**src/hw/irq_ctrl_defines.svh**
```systemverilog
// register offset, bit positions, vectors and reset value of the irq block
// assumes inclusion by bare name from the design file
`ifndef IRQ_CTRL_DEFINES_SVH
`define IRQ_CTRL_DEFINES_SVH
`define IRQ_CTRL_ADDR 8'h0B
`define IRQ_CTRL_RESET 8'h00
`define BIT_MASTER_EN 0
`define BIT_EXT_EN 1
`define BIT_T0_EN 2
`define BIT_T1_EN 3
`define BIT_EXT_FLAG 4
`define BIT_T0_FLAG 5
`define BIT_T1_FLAG 6
`define VEC_EXT 12'h004
`define VEC_T0 12'h008
`define VEC_T1 12'h00C
`define VEC_NONE 12'h000
`define PHASE_DIV 4
`endif

```
**src/hw/irq_ctrl_pkg.sv**
```systemverilog
// types shared by the interrupt controller
// assumes irq_ctrl_defines.svh is on the include path
package irq_ctrl_pkg;
   typedef struct packed {
      logic wr;
      logic [7:0] addr;
      logic [7:0] wdata;
   } reg_wr_t;
   typedef struct packed {
      logic valid;
      logic [11:0] vector;
   } irq_req_t;
endpackage

```
**src/hw/three_source_interrupt_controller.sv**
```systemverilog
// three-source interrupt controller: control register, flags, priority
// assumes core strobes ack one cycle before push_pc pushes the pc and it branches
// Overview of operation
// [RULE_01] taking timer1 clears its flag and master
// [RULE_02] nesting held until return or re-enabled
// [RULE_03] return_from_interrupt sets master, plain return not
// [RULE_04] requests sampled on second_clock_phase enable
// [RULE_05] priority external, timer0, timer1; 04H 08H 0CH
// [RULE_06] master enable clear masks all sources
// [RULE_07] master and source enables gate servicing
// [RULE_08] flags stay until serviced or cleared
// [RULE_09] control register bit layout at 0BH
// [RULE_10] falling pin edge sets external flag
// [RULE_11] timer0 overflow sets flag, service clears
// [RULE_12] only pc pushed, then branch to vector
// [RULE_13] no acknowledge while stack is full
// [RULE_14] reset clears all enables and flags
`include "irq_ctrl_defines.svh"
module three_source_interrupt_controller (
   // clock and reset
   input wire logic core_clk,
   input wire logic rst,
   // data memory write and read of the control register
   input irq_ctrl_pkg::reg_wr_t reg_wr,
   input wire logic [7:0] rd_addr,
   output logic [7:0] rd_data,
   // event sources
   input wire logic ext_irq_n,
   input wire logic timer0_ovf,
   input wire logic timer1_ovf,
   // core sequencer
   input wire logic stack_full,
   input wire logic return_from_interrupt,
   input wire logic plain_return,
   input wire logic irq_ack,
   output irq_ctrl_pkg::irq_req_t irq_req,
   output logic push_pc,
   output logic second_clock_phase
);
   logic [6:0] ctl_q;
   logic [6:0] ctl_d;
   logic [1:0] ext_sync_q;
   logic ext_last_q;
   logic [1:0] ph_cnt_q;
   logic fall;
   logic [2:0] pend;
   irq_ctrl_pkg::irq_req_t req_d;

   // pick highest priority pending source
   function automatic logic [11:0] vec_of(input logic [2:0] p);
      if (p[0]) vec_of = `VEC_EXT;
      else if (p[1]) vec_of = `VEC_T0;
      else if (p[2]) vec_of = `VEC_T1;
      else vec_of = `VEC_NONE;
   endfunction

   // pin synchroniser and edge detect
   always_ff @(posedge core_clk or posedge rst) begin
      if (rst) begin
         ext_sync_q <= 2'b11;
         ext_last_q <= 1'b1;
      end else begin
         ext_sync_q <= {ext_sync_q[0], ext_irq_n};
         ext_last_q <= ext_sync_q[1];
      end
   end
   assign fall = ext_last_q & ~ext_sync_q[1]; // [RULE_10]

   // phase divider: one enable pulse every four clocks
   always_ff @(posedge core_clk or posedge rst) begin
      if (rst) begin
         ph_cnt_q <= 2'h0;
         second_clock_phase <= 1'b0;
      end else begin
         ph_cnt_q <= ph_cnt_q + 2'h1;
         second_clock_phase <= (ph_cnt_q == 2'(`PHASE_DIV - 2));
      end
   end

   // enables gate flags; master masks all
   assign pend = ctl_q[6:4] & ctl_q[3:1] & {3{ctl_q[0]}}; // [RULE_06] [RULE_07]

   always_comb begin
      ctl_d = ctl_q;
      if (reg_wr.wr && reg_wr.addr == `IRQ_CTRL_ADDR)
         ctl_d = reg_wr.wdata[6:0]; // [RULE_09] [RULE_08]
      if (return_from_interrupt)
         ctl_d[`BIT_MASTER_EN] = 1'b1; // [RULE_03]
      if (irq_ack && irq_req.valid) begin
         ctl_d[`BIT_MASTER_EN] = 1'b0; // [RULE_02]
         unique case (irq_req.vector)
            `VEC_EXT: ctl_d[`BIT_EXT_FLAG] = 1'b0; // [RULE_10]
            `VEC_T0: ctl_d[`BIT_T0_FLAG] = 1'b0; // [RULE_11]
            `VEC_T1: ctl_d[`BIT_T1_FLAG] = 1'b0; // [RULE_01]
            default: ;
         endcase
      end
      // new events win over clears
      if (fall) ctl_d[`BIT_EXT_FLAG] = 1'b1; // [RULE_10]
      if (timer0_ovf) ctl_d[`BIT_T0_FLAG] = 1'b1; // [RULE_11]
      if (timer1_ovf) ctl_d[`BIT_T1_FLAG] = 1'b1;
   end

   always_ff @(posedge core_clk or posedge rst) begin
      if (rst) ctl_q <= 7'(`IRQ_CTRL_RESET); // [RULE_14]
      else ctl_q <= ctl_d;
   end

   always_comb begin
      req_d = irq_req;
      if (irq_ack && irq_req.valid) req_d.valid = 1'b0;
      else if (second_clock_phase) begin // [RULE_04]
         req_d.valid = |pend && !stack_full; // [RULE_13]
         req_d.vector = vec_of(pend); // [RULE_05]
      end
      if (!ctl_q[`BIT_MASTER_EN] || stack_full) req_d.valid = 1'b0;
   end

   always_ff @(posedge core_clk or posedge rst) begin
      if (rst) begin
         irq_req <= '0;
         push_pc <= 1'b0;
         rd_data <= 8'h00;
      end else begin
         irq_req <= req_d;
         push_pc <= irq_ack && irq_req.valid; // [RULE_12]
         rd_data <= (rd_addr == `IRQ_CTRL_ADDR) ? {1'b0, ctl_q} : 8'h00;
      end
   end

   property p_master_off_on_ack;
      @(posedge core_clk) disable iff (rst)
      (irq_ack && irq_req.valid && !return_from_interrupt)
         |=> !ctl_q[`BIT_MASTER_EN];
   endproperty
   a_master_off_on_ack: assert property (p_master_off_on_ack) // [RULE_02]
      else $error("master enable not cleared on ack");

   property p_return_from_interrupt_sets;
      @(posedge core_clk) disable iff (rst)
      return_from_interrupt && !(irq_ack && irq_req.valid)
         |=> ctl_q[`BIT_MASTER_EN];
   endproperty
   a_return_from_interrupt_sets: assert property (p_return_from_interrupt_sets) // [RULE_03]
      else $error("return did not set master enable");

   property p_ret_keeps;
      @(posedge core_clk) disable iff (rst)
      plain_return && !return_from_interrupt && !irq_ack && !reg_wr.wr
         |=> ctl_q[`BIT_MASTER_EN] == $past(ctl_q[`BIT_MASTER_EN]);
   endproperty
   a_ret_keeps: assert property (p_ret_keeps) // [RULE_03]
      else $error("plain return changed master enable");

   property p_masked;
      @(posedge core_clk) disable iff (rst)
      !ctl_q[`BIT_MASTER_EN] |=> !irq_req.valid;
   endproperty
   a_masked: assert property (p_masked) // [RULE_06]
      else $error("request while master disabled");

   property p_stack_full;
      @(posedge core_clk) disable iff (rst)
      stack_full |=> !irq_req.valid;
   endproperty
   a_stack_full: assert property (p_stack_full) // [RULE_13]
      else $error("request while stack full");

   property p_ext_prio;
      @(posedge core_clk) disable iff (rst)
      second_clock_phase && pend[0] && !stack_full && !irq_req.valid
         |=> irq_req.valid && irq_req.vector == `VEC_EXT;
   endproperty
   a_ext_prio: assert property (p_ext_prio) // [RULE_05]
      else $error("external not taken first");

   property p_fall_sets;
      @(posedge core_clk) disable iff (rst)
      fall |=> ctl_q[`BIT_EXT_FLAG];
   endproperty
   a_fall_sets: assert property (p_fall_sets) // [RULE_10]
      else $error("falling edge lost");

   property p_flag_holds;
      @(posedge core_clk) disable iff (rst)
      ctl_q[`BIT_T0_FLAG] && !reg_wr.wr && !irq_ack
         |=> ctl_q[`BIT_T0_FLAG];
   endproperty
   a_flag_holds: assert property (p_flag_holds) // [RULE_08]
      else $error("timer0 flag dropped");

   property p_t1_clear;
      @(posedge core_clk) disable iff (rst)
      irq_ack && irq_req.valid && irq_req.vector == `VEC_T1 && !timer1_ovf
         |=> !ctl_q[`BIT_T1_FLAG] && push_pc;
   endproperty
   a_t1_clear: assert property (p_t1_clear) // [RULE_01]
      else $error("timer1 service did not clear");

   property p_phase_only;
      @(posedge core_clk) disable iff (rst)
      !irq_req.valid && !second_clock_phase |=> !irq_req.valid;
   endproperty
   a_phase_only: assert property (p_phase_only) // [RULE_04]
      else $error("request raised off phase");

   property p_ext_clear;
      @(posedge core_clk) disable iff (rst)
      irq_ack && irq_req.valid && irq_req.vector == `VEC_EXT && !fall
         |=> !ctl_q[`BIT_EXT_FLAG] && !ctl_q[`BIT_MASTER_EN];
   endproperty
   a_ext_clear: assert property (p_ext_clear) // [RULE_10]
      else $error("external service did not clear");

   property p_t0_clear;
      @(posedge core_clk) disable iff (rst)
      irq_ack && irq_req.valid && irq_req.vector == `VEC_T0 && !timer0_ovf
         |=> !ctl_q[`BIT_T0_FLAG] && push_pc;
   endproperty
   a_t0_clear: assert property (p_t0_clear) // [RULE_11]
      else $error("timer0 service did not clear");

   property p_push_only_on_ack;
      @(posedge core_clk) disable iff (rst)
      !(irq_ack && irq_req.valid) |=> !push_pc;
   endproperty
   a_push_only_on_ack: assert property (p_push_only_on_ack) // [RULE_12]
      else $error("pc pushed without acknowledge");

   // phase enable repeats every four clocks
   property p_phase_period;
      @(posedge core_clk) disable iff (rst)
      second_clock_phase
         |=> !second_clock_phase ##1 !second_clock_phase
            ##1 !second_clock_phase ##1 second_clock_phase;
   endproperty
   a_phase_period: assert property (p_phase_period) // [RULE_04]
      else $error("phase pulse spacing wrong");
endmodule // three_source_interrupt_controller

```
**config.mk**
```make
export PLATFORM = sky130hd
export DESIGN_NAME = three_source_interrupt_controller
export DESIGN_NICKNAME = d
export VERILOG_FILES = /design/src/hw/irq_ctrl_pkg.sv /design/src/hw/three_source_interrupt_controller.sv
export VERILOG_INCLUDE_DIRS = /design/src /design/src/hw
export SDC_FILE = /design/constraint.sdc
export NUM_CORES = 1
export LEC_CHECK = 0
export ABC_CLOCK_PERIOD_IN_PS = 1600
export BUFFER_PORTS_ARGS = -buffer_cell sky130_fd_sc_hd__buf_2
export CORE_MARGIN = 2
export CORE_UTILIZATION = 43
export DETAILED_ROUTE_END_ITERATION = 8
export GPL_TIMING_DRIVEN = 0
export PLACE_DENSITY = 0.77
export SETUP_SLACK_MARGIN = 0.5
export SLEW_MARGIN = 10
export SYNTH_ARGS = -nofsm -noshare
export SYNTH_HDL_FRONTEND = slang
export SYNTH_SLANG_ARGS = --single-unit
```
**constraint.sdc**
```tcl
create_clock -name core_clk -period 1.6 [get_ports core_clk]
set_input_delay 0.32 -clock core_clk [delete_from_list [all_inputs] [get_ports core_clk]]
set_output_delay 0.32 -clock core_clk [all_outputs]
set_load 0.01 [all_outputs]
```
==> impl_metrics.env <==
export IMPL_synthesis_area_um2=1060
export IMPL_ys_top_cells_by_area="dfrtp_1 (49%), buf_4 (7.8%), dfstp_2 (7.4%)"
export IMPL_ys_seq_elements=24
export IMPL_crit_top_cell="buf_6"
export IMPL_num_io_pins=57
export IMPL_min_period_over_period_pct=93.9
export IMPL_crit_buf_inv=2
export IMPL_critPathKind="input port to register"
export IMPL_place_area_um2=1390
export IMPL_ys_seq_area_share_pct=56.9
export IMPL_ctsHoldBuffers=0
export IMPL_status="completed"
export IMPL_crit_fanout=6
export IMPL_holdPathEnd="ext_sync_q[0]$_DFF_PP1_"
export IMPL_grt_pass1_wl_um=3190
export IMPL_antenna_found_initial=0
export IMPL_synth_cell_types=33
export IMPL_vias=887
export IMPL_drcViolationCount=0
export IMPL_crit_path_end_kind="register"
export IMPL_p_per_area_nw_per_um2=691
export IMPL_postRouteAntennaNets=0
export IMPL_rr_worst_depth=3
export IMPL_cp_arrival_ns=1.71
export IMPL_rows=18
export IMPL_finClkSkew_ns=0.00645
export IMPL_min_path_cells=1
export IMPL_syn_inst=88
export IMPL_n_antenna_cell=0
export IMPL_wl_per_cell_um=13.1
export IMPL_layout_common_cells="buf_2 (37), dfrtp_1 (20), buf_4 (18), conb_1 (11), buf_6 (7)"
export IMPL_seq_area_um2=606
export IMPL_r2r_slack_ns=0.37
export IMPL_dieArea_um2=2880
export IMPL_firstDrtPassIters=4
export IMPL_fin_crit_ns=1.50
export IMPL_async_flop_share_pct=100
export IMPL_setup_viol=0
export IMPL_yosys_warnings=0
export IMPL_clk_pin_slew_ns=0.12
export IMPL_grt_pass1_vias=758
export IMPL_io_buffers=43
export IMPL_rsz0062_at_grt="yes"
export IMPL_die_h_um=53.7
export IMPL_tritoncts="done"
export IMPL_min_from="ext_irq_n"
export IMPL_r2r_end="ctl_q[5]$_DFF_PP0_"
export IMPL_slew_headroom_pct=42.7
export IMPL_tightest_slew_ns=0.858
export IMPL_avgSynthCellArea_um2=12.1
export IMPL_core_area_um2=2410
export IMPL_drt_initial_drc_count=15
export IMPL_cts_root_buf="clkbuf_4"
export IMPL_drv_cap=0
export IMPL_htree_levels=1
export IMPL_cp_start_kind="input port"
export IMPL_clock_fmax_ghz=0.665
export IMPL_cp_slowest_stage_delay_ns=0.52
export IMPL_crit_slowest_cell="or4b_4"
export IMPL_postRouteWirelength_um=2390
export IMPL_yosys_area_top_type_share_pct=49.5
export IMPL_p_total_mw=1.07
export IMPL_p_leak_nw=0.817
export IMPL_ir_worst_vdd_mv=0.448
export IMPL_area_growth_pct=45.2
export IMPL_die_w_um=53.7
export IMPL_globalplace_congestion=0.836
export IMPL_r2r_start="irq_req[2]$_DFFE_PP0P_"
export IMPL_clock_sinks=24
export IMPL_synth_edff_count=0
export IMPL_num_nets_final=188
export IMPL_min_path_type="input port to register"
export IMPL_drive_above_1_share_pct=55.3
export IMPL_yosysTopAreaCell="dfrtp_1"
export IMPL_cp_top_family="simple AND/OR/NAND/NOR gates"
export IMPL_multiInputGateArea_um2=452
export IMPL_worstSkewPairLatency_ns=0.31
export IMPL_drv_slew=0
export IMPL_final_common_cell="buf_2"
export IMPL_cp_required_ns=1.80
export IMPL_grt_overflow_total=0
export IMPL_final_hold_viol_count=0
export IMPL_hpwl_um=1580
export IMPL_globalRouteTotalUtil_pct=15.9
export IMPL_start_util_pct=44.1
export IMPL_path_cells="buf_6 > or4b_4 > buf_6 > or3_4 > o311a_1"
export IMPL_cts_buffers=3
export IMPL_synth_flop_cell="dfrtp_1"
export IMPL_fin_area_um2=1540
export IMPL_clock_path_buffers=2
export IMPL_avgViaCountPerCell=4.87
export IMPL_grt_max_degree=25
export IMPL_fillers=178
==> synth_stat cells, types with 2 or more instances <==
cell type,n
a311o_1,2
and2_1,4
and2_2,3
buf_4,11
dfrtp_1,21
dfstp_2,3
inv_1,6
mux2_2,3
nand2_1,6
nand3_1,2
nand4_1,2
nand4b_1,2
o311a_1,3
==> kinds of logic after synthesis <==
| logic type | Yosys count | share of synthesized area, % |
|---|---|---|
| muxes | 3 | 3.18 |
| other | 1 | 0.353 |
| and+or+nand+nor | 27 | 16.6 |
| buffers and inverters | 18 | 10.4 |
| adders and majority gates | 1 | 1.18 |
| DFF | 24 | 56.9 |
| AOI/OAI and AO/OA | 14 | 11.4 |
==> registers in the layout (all words and copies together) (netlist names) <==
name,count
ctl_q,7
rd_data,7
irq_req,3
ext_sync_q,2
ph_cnt_q,2
ext_last_q,1
push_pc,1
second_clock_phase,1
==> area by class of cell <==
class | count | area share (%)
flip-flops and latches | 24 | 39.3
multi-input cells | 56 | 29.3
repair buffers | 50 | 19.8
plain buffers | 12 | 6.08
well taps | 30 | 2.43
clock buffers | 4 | 1.70
inverters | 6 | 1.46
==> worst max-delay path by stage <==
stage / slack, ns / startpoint / end / cells past startpoint
3_3_place_gp: -0.22 / reg_wr[12] / ctl_q[0]$_DFFE_PP0P_ / 5
4_1_cts: 0.1 / reg_wr[12] / ctl_q[0]$_DFFE_PP0P_ / 5
3_5_place_dp: -0.23 / reg_wr[12] / ctl_q[0]$_DFFE_PP0P_ / 5
6_report: 0.1 / reg_wr[12] / ctl_q[0]$_DFFE_PP0P_ / 5
5_1_grt: 0.10 / reg_wr[12] / ctl_q[0]$_DFFE_PP0P_ / 5
2_1_floorplan: -0.1 / reg_wr[12] / ctl_q[0]$_DFFE_PP0P_ / 4
==> power by group <==
group	switching [mW]	internal, mW
sequential	0.0184	0.626
clock	0.171	0.0974
combinational	0.0715	0.0826
==> layer usage <==
metal / global-route usage (%) / wire length (um)
met2: 27.0 / 1270
met3: 4.72 / 150
met4: 8.12 / 67
met1: 17.8 / 902
met5: 0 / 0
==> metrics by stage <==
step / TNS, ns / setup WS, ns / cells / hold WS (ns) / utilization, %
2_1_floorplan: -0.260 / -0.0956 / 98 / 0.324 / -
3_3_place_gp: -1.18 / -0.224 / 171 / 0.346 / 57.8
3_5_place_dp: -1.37 / -0.229 / 171 / 0.348 / 57.8
4_1_cts: 0 / 0.0988 / 181 / 0.0964 / 61.8
5_1_grt: 0 / 0.102 / 182 / 0.0722 / 64.0
6_report: 0 / 0.0970 / 182 / 0.0957 / 64.0
==> what timing repair did <==
action	in CTS	in global routing
endpoints found under the hold margin	0	0
pin swaps	5	1
buffers inserted	6	1
endpoints found under the setup margin	26	29
gates resized for setup	5	10
Power figures use the tool's default switching activity.
